`src/hw/tsl_pkg.sv`:
```
// package: constants and types for the terminal serial line interface
package tsl_pkg;
  // ****************************************
  // clocking
  // ****************************************
  localparam int unsigned CLK_HZ = 100_000_000;
  localparam int unsigned XTAL_HZ = 15_360_000;
  // crystal time base emulated by a fractional accumulator on clk_sys_i
  localparam logic [31:0] XTAL_INC = 32'h0000_009D;  // 15.36 MHz / 100 MHz * 2^10 = 157.3
  localparam int unsigned XTAL_ACC_W = 10;
  localparam int unsigned OVERSAMPLE = 16;
  localparam logic [3:0] MID_SAMPLE = 4'h7;
  localparam logic [3:0] LAST_TICK = 4'hF;
  // ****************************************
  // rate selection codes
  // ****************************************
  localparam int unsigned RATE_W = 4;
  localparam logic [3:0] RATE_75 = 4'h0;
  localparam logic [3:0] RATE_110 = 4'h9;
  // divisors of the 15.36 MHz base down to 16x the bit rate
  localparam int unsigned DIV_W = 14;
  localparam logic [7:0] BELL_CODE = 8'h07;
  localparam int unsigned BELL_PULSE_CYCLES = 16;
  localparam logic [7:0] CHAR7_MASK = 8'h7F;
  // ****************************************
  // state machine
  // ****************************************
  typedef enum logic [2:0] {
    TSL_IDLE = 3'b000,
    TSL_START = 3'b001,
    TSL_DATA = 3'b011,
    TSL_PARITY = 3'b010,
    TSL_STOP = 3'b110
  } tsl_state_e;
  // parity sense: even, odd, mark
  typedef enum logic [1:0] {
    TSL_PAR_EVEN = 2'b00,
    TSL_PAR_ODD = 2'b01,
    TSL_PAR_MARK = 2'b10
  } tsl_par_e;
  // ****************************************
  // divisor table
  // ****************************************
  function automatic logic [13:0] tsl_divisor(input logic [3:0] rate);
    logic [13:0] d;
    d = 14'h3200;  // 75 baud: 15360000/(16*75) = 12800
    case (rate)
      4'h0: d = 14'h3200;  // 75
      4'h1: d = 14'h1900;  // 150
      4'h2: d = 14'h0C80;  // 300
      4'h3: d = 14'h0640;  // 600
      4'h4: d = 14'h0320;  // 1200
      4'h5: d = 14'h0215;  // 1800
      4'h6: d = 14'h0190;  // 2400
      4'h7: d = 14'h00C8;  // 4800
      4'h8: d = 14'h0064;  // 9600
      4'h9: d = 14'h2221;  // 110
      default: d = 14'h0064;
    endcase
    return d;
  endfunction : tsl_divisor
endpackage : tsl_pkg

```
`src/hw/tsl_stream_if.sv`:
```
// interface: valid/ready character stream between the serial core and its fifo
`timescale 1ns/1ps
interface tsl_stream_if #(parameter int unsigned WIDTH = 9);
  logic valid;
  logic ready;
  logic [WIDTH-1:0] data;
  modport src (output valid, output data, input ready);
  modport snk (input valid, input data, output ready);
endinterface : tsl_stream_if
```
`src/hw/tsl_fifo.sv`:
```
// module: flip-flop fifo with valid/ready on both sides
`timescale 1ns/1ps
module tsl_fifo #(
  parameter int unsigned WIDTH = 9,
  parameter int unsigned DEPTH = 32
) (
  // clock and reset
  input wire logic clk_sys_i,
  input wire logic reset_i,
  // fill side
  tsl_stream_if.snk in_if,
  // drain side
  output logic out_valid_o,
  input wire logic out_ready_i,
  output logic [WIDTH-1:0] out_data_o
);
  localparam int unsigned AW = $clog2(DEPTH);
  logic [WIDTH-1:0] mem_reg [DEPTH];
  logic [AW-1:0] wr_reg;
  logic [AW-1:0] rd_reg;
  logic [AW:0] count_reg;
  logic push;
  logic pop;

  // honest full and empty from the occupancy count
  assign in_if.ready = (count_reg < (AW+1)'(DEPTH));
  assign out_valid_o = (count_reg != '0);
  assign push = in_if.valid && in_if.ready;
  assign pop = out_valid_o && out_ready_i;
  assign out_data_o = mem_reg[rd_reg];

  // storage
  always_ff @(posedge clk_sys_i) begin
    if (push) begin
      mem_reg[wr_reg] <= in_if.data;
    end
  end

  // pointers and count
  always_ff @(posedge clk_sys_i) begin
    if (reset_i) begin
      wr_reg <= '0;
      rd_reg <= '0;
      count_reg <= '0;
    end else begin
      if (push) begin
        wr_reg <= (wr_reg == AW'(DEPTH - 1)) ? '0 : wr_reg + 1'b1;
      end
      if (pop) begin
        rd_reg <= (rd_reg == AW'(DEPTH - 1)) ? '0 : rd_reg + 1'b1;
      end
      if (push && !pop) begin
        count_reg <= count_reg + 1'b1;
      end else if (pop && !push) begin
        count_reg <= count_reg - 1'b1;
      end
    end
  end
endmodule : tsl_fifo

```
`src/hw/tsl_serial_line.sv`:
```
// module: asynchronous serial line interface of a video terminal
`timescale 1ns/1ps
// Contract
// - line rate chosen from ten standard rates
// - normal setting: receive rate equals transmit rate
// - split speed: slow transmit, faster receive
// - frame: start, data lsb first, stop
// - nine, ten or eleven bit times per character
// - transmit parity even, odd or mark
// - switches: parity enable, sense, 7/8 bits
// - width switch affects asynchronous mode only
// - received bell code pulses alarm
// - eight-bit ascii characters on the line (seven bits when the width switch is off in asynchronous mode)
// - eight status indicators including cts, carrier
// - bit timing divided from 15.360 MHz base
module tsl_serial_line #(
  parameter int unsigned FIFO_DEPTH = 32,
  // crystal enable step per system clock, out of 2^10
  parameter logic [31:0] XTAL_STEP = tsl_pkg::XTAL_INC
) (
  // clock and reset
  input wire logic clk_sys_i,
  input wire logic reset_i,
  // switches
  input wire logic [3:0] tx_rate_i,
  input wire logic [3:0] rx_rate_i,
  input wire logic split_speed_i,
  input wire logic parity_enable_switch_i,
  input wire logic [1:0] parity_sense_i,
  input wire logic char_width_switch_i,
  input wire logic async_mode_i,
  input wire logic half_duplex_i,
  // keyboard side
  input wire logic key_valid_i,
  input wire logic [7:0] key_data_i,
  output logic key_ready_o,
  // display side
  output logic disp_valid_o,
  input wire logic disp_ready_i,
  output logic [7:0] disp_data_o,
  output logic disp_parity_err_o,
  // line
  input wire logic rxd_i,
  output logic txd_o,
  input wire logic cts_i,
  input wire logic carrier_i,
  // indicators and alarm
  input wire logic [3:0] panel_state_i,
  input wire logic keying_error_i,
  output logic [7:0] indicators_o,
  output logic bell_o
);
  // ****************************************
  // time base
  // ****************************************
  logic [tsl_pkg::XTAL_ACC_W:0] xtal_acc_reg;
  logic xtal_tick;
  logic [13:0] tx_div_reg;
  logic [13:0] rx_div_reg;
  logic tx_tick;
  logic rx_tick;
  logic [3:0] tx_sel;
  logic [3:0] rx_sel;
  logic [7:0] width_mask;
  logic [3:0] data_bits;

  // split speed lets tx and rx rates differ; otherwise one switch sets both
  assign tx_sel = split_speed_i ? tx_rate_i : rx_rate_i;
  assign rx_sel = rx_rate_i;
  // width switch only matters for asynchronous operation
  assign data_bits = (async_mode_i && !char_width_switch_i) ? 4'h7 : 4'h8;
  assign width_mask = (data_bits == 4'h7) ? tsl_pkg::CHAR7_MASK : 8'hFF;

  // fractional accumulator models the 15.36 MHz crystal enable
  always_ff @(posedge clk_sys_i) begin
    if (reset_i) begin
      xtal_acc_reg <= '0;
    end else begin
      xtal_acc_reg <= {1'b0, xtal_acc_reg[tsl_pkg::XTAL_ACC_W-1:0]}
        + (tsl_pkg::XTAL_ACC_W+1)'(XTAL_STEP);
    end
  end
  assign xtal_tick = xtal_acc_reg[tsl_pkg::XTAL_ACC_W];

  // 16x dividers from the crystal enable
  always_ff @(posedge clk_sys_i) begin
    if (reset_i) begin
      tx_div_reg <= '0;
      rx_div_reg <= '0;
    end else begin
      if (xtal_tick) begin
        tx_div_reg <= (tx_div_reg >= tsl_pkg::tsl_divisor(tx_sel) - 1'b1) ? '0 : tx_div_reg + 1'b1;
        rx_div_reg <= (rx_div_reg >= tsl_pkg::tsl_divisor(rx_sel) - 1'b1) ? '0 : rx_div_reg + 1'b1;
      end
      // restart the bit clock at the take so the start bit is a full bit time
      if (key_valid_i && key_ready_o) begin
        tx_div_reg <= 14'h0001;
      end
    end
  end
  assign tx_tick = xtal_tick && (tx_div_reg == '0);
  assign rx_tick = xtal_tick && (rx_div_reg == '0);

  // ****************************************
  // transmitter
  // ****************************************
  tsl_pkg::tsl_state_e tx_state_reg;
  logic [3:0] tx_os_reg;
  logic [3:0] tx_bit_reg;
  logic [7:0] tx_shift_reg;
  logic tx_par_reg;
  logic tx_bit_end;

  assign tx_bit_end = tx_tick && (tx_os_reg == tsl_pkg::LAST_TICK);
  assign key_ready_o = (tx_state_reg == tsl_pkg::TSL_IDLE);

  // frame: start, data lsb first, optional parity, stop
  always_ff @(posedge clk_sys_i) begin
    if (reset_i) begin
      tx_state_reg <= tsl_pkg::TSL_IDLE;
      tx_os_reg <= '0;
      tx_bit_reg <= '0;
      tx_shift_reg <= '0;
      tx_par_reg <= 1'b0;
      txd_o <= 1'b1;
    end else begin
      if (tx_tick) begin
        tx_os_reg <= tx_os_reg + 1'b1;
      end
      case (tx_state_reg)
        tsl_pkg::TSL_IDLE: begin
          txd_o <= 1'b1;
          if (key_valid_i) begin
            tx_shift_reg <= key_data_i & width_mask;
            tx_par_reg <= ^(key_data_i & width_mask);
            tx_os_reg <= '0;
            tx_state_reg <= tsl_pkg::TSL_START;
          end
        end
        tsl_pkg::TSL_START: begin
          txd_o <= 1'b0;
          if (tx_bit_end) begin
            tx_bit_reg <= '0;
            tx_state_reg <= tsl_pkg::TSL_DATA;
          end
        end
        tsl_pkg::TSL_DATA: begin
          txd_o <= tx_shift_reg[0];
          if (tx_bit_end) begin
            tx_shift_reg <= {1'b0, tx_shift_reg[7:1]};
            tx_bit_reg <= tx_bit_reg + 1'b1;
            if (tx_bit_reg == data_bits - 1'b1) begin
              tx_state_reg <= parity_enable_switch_i ? tsl_pkg::TSL_PARITY : tsl_pkg::TSL_STOP;
            end
          end
        end
        tsl_pkg::TSL_PARITY: begin
          case (parity_sense_i)
            tsl_pkg::TSL_PAR_EVEN: txd_o <= tx_par_reg;
            tsl_pkg::TSL_PAR_ODD: txd_o <= ~tx_par_reg;
            default: txd_o <= 1'b1;
          endcase
          if (tx_bit_end) begin
            tx_state_reg <= tsl_pkg::TSL_STOP;
          end
        end
        tsl_pkg::TSL_STOP: begin
          txd_o <= 1'b1;
          if (tx_bit_end) begin
            tx_state_reg <= tsl_pkg::TSL_IDLE;
          end
        end
        default: tx_state_reg <= tsl_pkg::TSL_IDLE;
      endcase
    end
  end

  // ****************************************
  // receiver
  // ****************************************
  tsl_pkg::tsl_state_e rx_state_reg;
  logic [3:0] rx_os_reg;
  logic [3:0] rx_bit_reg;
  logic [7:0] rx_shift_reg;
  logic rx_prev_reg;
  logic rx_perr_reg;
  logic rx_done;
  logic rx_mid;
  logic rx_exp_par;
  tsl_stream_if #(.WIDTH(9)) rx_if ();

  assign rx_mid = rx_tick && (rx_os_reg == tsl_pkg::MID_SAMPLE);
  assign rx_done = (rx_state_reg == tsl_pkg::TSL_STOP) && rx_mid;

  // expected parity of the received data under the current switches
  always_comb begin
    case (parity_sense_i)
      tsl_pkg::TSL_PAR_EVEN: rx_exp_par = ^rx_shift_reg;
      tsl_pkg::TSL_PAR_ODD: rx_exp_par = ~^rx_shift_reg;
      default: rx_exp_par = 1'b1;
    endcase
  end

  // start edge, then centre sampling of each bit; a far-end parity mismatch sets the error flag
  always_ff @(posedge clk_sys_i) begin
    if (reset_i) begin
      rx_state_reg <= tsl_pkg::TSL_IDLE;
      rx_os_reg <= '0;
      rx_bit_reg <= '0;
      rx_shift_reg <= '0;
      rx_prev_reg <= 1'b1;
      rx_perr_reg <= 1'b0;
    end else begin
      rx_prev_reg <= rxd_i;
      if (rx_tick) begin
        rx_os_reg <= rx_os_reg + 1'b1;
      end
      case (rx_state_reg)
        tsl_pkg::TSL_IDLE: begin
          if (rx_prev_reg && !rxd_i) begin
            rx_os_reg <= '0;
            rx_state_reg <= tsl_pkg::TSL_START;
          end
        end
        tsl_pkg::TSL_START: begin
          if (rx_mid) begin
            // a short glitch is not a start bit
            rx_state_reg <= rxd_i ? tsl_pkg::TSL_IDLE : tsl_pkg::TSL_DATA;
            rx_bit_reg <= '0;
            rx_shift_reg <= '0;
            rx_perr_reg <= 1'b0;
          end
        end
        tsl_pkg::TSL_DATA: begin
          if (rx_mid) begin
            rx_shift_reg[rx_bit_reg[2:0]] <= rxd_i;
            rx_bit_reg <= rx_bit_reg + 1'b1;
            if (rx_bit_reg == data_bits - 1'b1) begin
              rx_state_reg <= parity_enable_switch_i ? tsl_pkg::TSL_PARITY : tsl_pkg::TSL_STOP;
            end
          end
        end
        tsl_pkg::TSL_PARITY: begin
          if (rx_mid) begin
            rx_perr_reg <= (rxd_i != rx_exp_par);
            rx_state_reg <= tsl_pkg::TSL_STOP;
          end
        end
        tsl_pkg::TSL_STOP: begin
          if (rx_mid) begin
            rx_state_reg <= tsl_pkg::TSL_IDLE;
          end
        end
        default: rx_state_reg <= tsl_pkg::TSL_IDLE;
      endcase
    end
  end

  // ****************************************
  // display path through the fifo
  // ****************************************
  logic echo_pending_reg;
  logic [7:0] echo_data_reg;
  logic [8:0] fifo_out;
  logic fifo_valid;

  // half duplex copies keyed characters to the display as well
  always_ff @(posedge clk_sys_i) begin
    if (reset_i) begin
      echo_pending_reg <= 1'b0;
      echo_data_reg <= '0;
    end else if (key_valid_i && key_ready_o && half_duplex_i) begin
      echo_pending_reg <= 1'b1;
      echo_data_reg <= key_data_i & width_mask;
    end else if (!rx_done && rx_if.ready) begin
      echo_pending_reg <= 1'b0;
    end
  end

  // received characters win the fifo port; an echo waits one slot
  // limitation: a character arriving on a full fifo is dropped
  assign rx_if.valid = rx_done || echo_pending_reg;
  assign rx_if.data = rx_done ? {rx_perr_reg, rx_shift_reg} : {1'b0, echo_data_reg};

  tsl_fifo #(.WIDTH(9), .DEPTH(FIFO_DEPTH)) u_fifo (
    .clk_sys_i(clk_sys_i),
    .reset_i(reset_i),
    .in_if(rx_if),
    .out_valid_o(fifo_valid),
    .out_ready_i(disp_ready_i),
    .out_data_o(fifo_out)
  );
  assign disp_valid_o = fifo_valid;
  assign disp_data_o = fifo_out[7:0];
  assign disp_parity_err_o = fifo_out[8];

  // ****************************************
  // bell and indicators
  // ****************************************
  logic [4:0] bell_cnt_reg;

  // stretch the alarm so a slow sounder sees it
  always_ff @(posedge clk_sys_i) begin
    if (reset_i) begin
      bell_cnt_reg <= '0;
    end else if (rx_done && ((rx_shift_reg & tsl_pkg::CHAR7_MASK) == tsl_pkg::BELL_CODE)) begin
      bell_cnt_reg <= 5'(tsl_pkg::BELL_PULSE_CYCLES);
    end else if (bell_cnt_reg != '0) begin
      bell_cnt_reg <= bell_cnt_reg - 1'b1;
    end
  end
  assign bell_o = (bell_cnt_reg != '0);

  // ready, insert, locked, display area from the panel; rest from carrier, duplex switch, cts and keying error
  always_ff @(posedge clk_sys_i) begin
    if (reset_i) begin
      indicators_o <= '0;
    end else begin
      indicators_o <= {carrier_i, half_duplex_i, cts_i, keying_error_i, panel_state_i};
    end
  end
endmodule : tsl_serial_line

```
`config.mk`:
```
export PLATFORM = sky130hd
export DESIGN_NAME = tsl_serial_line
export DESIGN_NICKNAME = d
export VERILOG_FILES = /design/src/hw/tsl_pkg.sv /design/src/hw/tsl_stream_if.sv /design/src/hw/tsl_fifo.sv /design/src/hw/tsl_serial_line.sv
export SDC_FILE = /design/constraint.sdc
export NUM_CORES = 1
export LEC_CHECK = 0
export ABC_AREA = 1
export BUFFER_PORTS_ARGS = -buffer_cell sky130_fd_sc_hd__buf_2
export CAP_MARGIN = 25
export CORE_ASPECT_RATIO = 0.8
export CORE_MARGIN = 1
export CORE_UTILIZATION = 45
export DETAILED_ROUTE_END_ITERATION = 10
export GPL_TIMING_DRIVEN = 1
export PLACE_DENSITY_LB_ADDON = 0.2
export SYNTH_ARGS = -nofsm -noshare
export SYNTH_HDL_FRONTEND = slang
export SYNTH_SLANG_ARGS = --single-unit
```
`constraint.sdc`:
```
create_clock -name clk_sys_i -period 5.75 [get_ports clk_sys_i]
set_input_delay 0 -clock clk_sys_i [delete_from_list [all_inputs] [get_ports clk_sys_i]]
set_output_delay 0 -clock clk_sys_i [all_outputs]
set_load 0.005 [all_outputs]
```
==> flow_summary.rst <==
.. list-table::
   :header-rows: 1

   * - Metric
     - Value
   * - Number of primary I/O pins
     - 56
   * - Synth-to-layout area growth
     - 13.4%
   * - Worst path bufs/invs
     - 3
   * - DRC violation total after the first TritonRoute iteration
     - 1261
   * - Crit path launch type
     - register
   * - Wire length of the first global-routing pass
     - 72400 µm
   * - Pwr/cell area
     - 377 nW/µm²
   * - Placeable Area
     - 41800 µm²
   * - Die Footprint
     - 43200 µm²
   * - Post-synthesis adder-cell area fraction
     - 4.24%
   * - Combined global-route utilization of all metal layers
     - 21.2%
   * - Count of filler cells inserted in the layout
     - 3732
   * - Cell area after layout
     - 21600 µm²
   * - Highest achievable clock rate
     - 0.275 GHz
   * - Placed cell count
     - 2542
   * - Number of standard cells in the final layout excluding fillers
     - 2654
   * - Worst hold margin
     - 0.0920 ns
   * - Worst supply voltage drop on vdd
     - 263 µV
   * - Type of destination of the critical path
     - primary output
   * - Sum of overflow across all layers after global routing
     - 0
   * - Setup-violating endpoint count in the final report
     - 0
   * - Netlist cell types
     - 47
   * - Number of vias after detailed routing
     - 14.5k
   * - Critical Setup Path Class
     - reg2out
   * - Static leakage
     - 8.27 nW
   * - Combinational family with the most area after synthesis
     - simple AND/OR/NAND/NOR gates
   * - Family with the most delay on the worst path
     - buffers and inverters
   * - Top-area cell type share of the netlist area
     - 45.4%
   * - Count of pins over their slew limit
     - 0
   * - Largest net degree at the start of global routing
     - 115
   * - Slowest stage cell, crit path
     - sky130_fd_sc_hd__clkinv_2
   * - Max H-tree Level
     - 2
   * - Endpoints failing hold
     - 0
   * - Worst clock skew on the final layout
     - 0.0250 ns
   * - Minimum period implied by the final worst setup slack
     - 3.63 ns
   * - Worst endpoint required time
     - 5.75 ns
   * - Setup repair after global routing missed its margin
     - no
   * - Synth Area in Compound Gates
     - 11.8%
   * - Number of flip-flops in the largest register
     - 288
   * - Met3 layer usage reported by global route
     - 3.20%
   * - Synthesized net count
     - 2092
   * - Flop and latch count out of synthesis
     - 412
   * - Endpoint of the most critical register-to-register path
     - u_fifo.count_reg[5]
   * - Commonest non-fill, non-tap cells in the layout
     - 356 x sky130_fd_sc_hd__nor2_1, 306 x sky130_fd_sc_hd__nand2_1, 288 x sky130_fd_sc_hd__edfxtp_1, 198 x sky130_fd_sc_hd__o21ai_0, 149 x sky130_fd_sc_hd__inv_1
   * - Depth of the critical timing path with buffers and inverters included
     - 9
   * - Warning count from the yosys run
     - 0
   * - # Max-Cap Violations
     - 0
   * - Number of nets at the end of the flow
     - 2166
   * - Type of the tightest min-delay check
     - in2reg
   * - Synthesized area
     - 19100 µm²
   * - Post-detailed-route via-to-cell ratio
     - 5.47
   * - Largest stage delay, worst path
     - 0.75 ns
   * - Post-synthesis mux area share
     - 0%
   * - Commonest non-fill, non-tap cell in the layout
     - sky130_fd_sc_hd__nor2_1
   * - Average routed wire per standard cell
     - 17.2 µm
   * - CP dominant cell by count
     - sky130_fd_sc_hd__nand2_1
   * - Die Span X
     - 232 µm
   * - Simple-Gate Fraction of Synth Area
     - 18.4%
   * - Initial core utilization
     - 45.6%
   * - Worst Min Path Start
     - async_mode_i
   * - Final RePlAce weighted congestion
     - 0.845
   * - Die Height
     - 186 µm
   * - Async set-or-reset flop fraction in the synthesized netlist
     - 0%
   * - Antenna diode instance count
     - 0
   * - Worst max-slew margin expressed relative to the limit
     - 34.4%
   * - Arrival time worst endpoint
     - 3.63 ns
   * - Share of final-layout standard cells stronger than drive strength 1
     - 8.47%
   * - TritonRoute pass-1 iters
     - 6
   * - Number of buffer cells added on primary ports
     - 55
   * - Busiest layer in global routing
     - met2
   * - Count of cells resized by post-cts repair
     - 0
   * - Inserted Clock Buffers
     - 43
   * - HPWL Detailed
     - 28700 µm
   * - Later-pin clock latency in the skew report
     - 0.57 ns
   * - Beginning of the worst register-to-register path
     - rx_div_reg[13]
   * - Buffers inserted by post-CTS timing repair
     - 0
   * - Post-synthesis share of cell area spent on xor and xnor gates
     - 2.34%
   * - Dominant cells by area after synthesis
     - sky130_fd_sc_hd__edfxtp_1 45%, sky130_fd_sc_hd__dfxtp_1 13%, sky130_fd_sc_hd__nor2_1 7.0%, sky130_fd_sc_hd__nand2_1 6.0%, sky130_fd_sc_hd__o21ai_0 5.4%
   * - Antenna Nets Post-Route
     - 0
   * - Count of clock tree sinks
     - 412
   * - Antenna violations before repair
     - 0
   * - Drc violations
     - 0
   * - Number of synthesized flops with an enable pin
     - 288
   * - Portion of the post-synthesis area used by sequential elements
     - 58.4%
   * - Total routed wirelength
     - 45700 µm
   * - Mean cell area of the mapped netlist
     - 9.57 µm²
   * - Standard-cell row count
     - 67
   * - Met1 usage
     - 31.2%
   * - Worst min-delay path endpoint
     - tx_shift_reg[7]
   * - Critical path fanouts, max
     - 77
   * - Area after detailed placement
     - 19900 µm²
   * - Total Neg Setup Slack
     - 0 ns
   * - Setup slack on the worst flop-to-flop path
     - 2.35 ns
   * - Clock Root Buffer
     - sky130_fd_sc_hd__clkbuf_16
   * - Most used flip-flop cell after synthesis
     - sky130_fd_sc_hd__edfxtp_1
   * - Synthesized instance count
     - 1993
   * - Number of global-route vias before repair
     - 13.5k
   * - Status
     - complete, no violations
   * - Met2 global-route usage
     - 32.5%
   * - Min-Delay Path Depth
     - 6
   * - Clock tree from TritonCTS
     - built
   * - Post-synth top area cell
     - sky130_fd_sc_hd__edfxtp_1
   * - Depth of the most critical reg-to-reg path
     - 16
   * - Reg clk slew, reported paths
     - 0.06 ns
   * - Worst-Margin Slew
     - 0.981 ns
   * - Final Cycle Share
     - 63.2%
   * - Max clock buf depth
     - 3
   * - Cells along the critical path
     - clkinv_2 -> buf_4 -> o21ai_0 -> o22ai_1 -> o211ai_1 -> nand2_1 -> nand2_1 -> nand2_1 -> buf_2
-- metal layers --
layer  wire length [µm]  share of wire (%)
met5                  0                  0
met3               3120                6.8
met1              21800                 48
met4                860                1.9
met2              20000                 44
-- worst max-delay path by stage --
stage | startpoint | endpoint | slack (ns)
6_report | register | disp_data_o[4] | 2.12
5_1_grt | register | disp_data_o[4] | 1.82
4_1_cts | register | disp_data_o[4] | 2.08
3_5_place_dp | rx_div_reg[13] | u_fifo.count_reg[5] | 2.38
3_3_place_gp | rx_div_reg[13] | u_fifo.count_reg[3] | 2.49
2_1_floorplan | rx_div_reg[0] | u_fifo.mem_reg[0][1] | 2.74
-- timing repair --
action,in CTS,in global routing
endpoints found under the setup margin,0,0
hold endpoints to repair,45,0
hold buffers,29,0
-- final cells by class --
class / count / area (µm²) / area share, %
clock buffer: 59 / 1140 / 5.25
clock inverter: 21 / 219 / 1.01
inverter: 160 / 606 / 2.80
multi-input combinational: 1342 / 7060 / 32.6
sequential: 412 / 11100 / 51.5
tap: 552 / 691 / 3.19
timing repair buffer: 108 / 782 / 3.62
-- worst register-to-register path, delay by kind of cell, from the launching register on --
kind | cells | cell delay (ns)
AO/OA/AOI/OAI | 3 | 0.44
XOR/XNOR | 1 | 0.16
adder cells (fa/ha/maj) | 2 | 0.58
buffers and inverters | 2 | 0.26
flip-flops | 1 | 0.35
AND/OR/NAND/NOR | 8 | 1.55
-- Yosys cell counts, types with 5 or more instances --
| cell type | number |
|---|---|
| sky130_fd_sc_hd__o21ai_1 | 5 |
| sky130_fd_sc_hd__nand4_1 | 21 |
| sky130_fd_sc_hd__o211ai_1 | 11 |
| sky130_fd_sc_hd__clkinv_1 | 5 |
| sky130_fd_sc_hd__edfxtp_1 | 288 |
| sky130_fd_sc_hd__or2_2 | 5 |
| sky130_fd_sc_hd__nand3_1 | 96 |
| sky130_fd_sc_hd__nor3_1 | 27 |
| sky130_fd_sc_hd__o22ai_1 | 9 |
| sky130_fd_sc_hd__inv_1 | 150 |
| sky130_fd_sc_hd__nor2_2 | 6 |
| sky130_fd_sc_hd__nor2_1 | 356 |
| sky130_fd_sc_hd__nand2_2 | 6 |
| sky130_fd_sc_hd__dfxtp_1 | 124 |
| sky130_fd_sc_hd__nand3b_1 | 10 |
| sky130_fd_sc_hd__ha_1 | 63 |
| sky130_fd_sc_hd__a21oi_1 | 75 |
| sky130_fd_sc_hd__xor2_1 | 32 |
| sky130_fd_sc_hd__nand2_1 | 306 |
| sky130_fd_sc_hd__clkbuf_1 | 63 |
| sky130_fd_sc_hd__buf_2 | 12 |
| sky130_fd_sc_hd__o21ai_0 | 206 |
| sky130_fd_sc_hd__o221ai_1 | 64 |
| sky130_fd_sc_hd__xnor2_1 | 19 |
-- per-stage QoR --
step | power [mW] | setup slack (ns) | util, %
2_1_floorplan | 4.88 | 2.74 | -
3_3_place_gp | 5.42 | 2.49 | 47.6
3_5_place_dp | 5.46 | 2.38 | 47.6
4_1_cts | 8.18 | 2.08 | 51.6
5_1_grt | 8.59 | 1.82 | 51.7
6_report | 8.16 | 2.12 | 51.7
-- power by group --
group          total (mW)  switching [mW]  leakage, nW  internal (mW)
clock network        2.72            1.18        0.644           1.54
registers            3.52           0.123         3.66           3.40
logic                1.93            1.30         3.96          0.629
total                8.16            2.60         8.27           5.56
-- kinds of logic (layout without fill, tap and decap cells) --
family / after synthesis / in the layout
buffers and inverters: 239 / 348
XOR/XNOR: 51 / 51
AO/OA/AOI/OAI: 383 / 383
flip-flops: 412 / 412
AND/OR/NAND/NOR: 844 / 844
adder cells (fa/ha/maj): 64 / 64
Note: power is estimated with default switching activity, not from simulation.
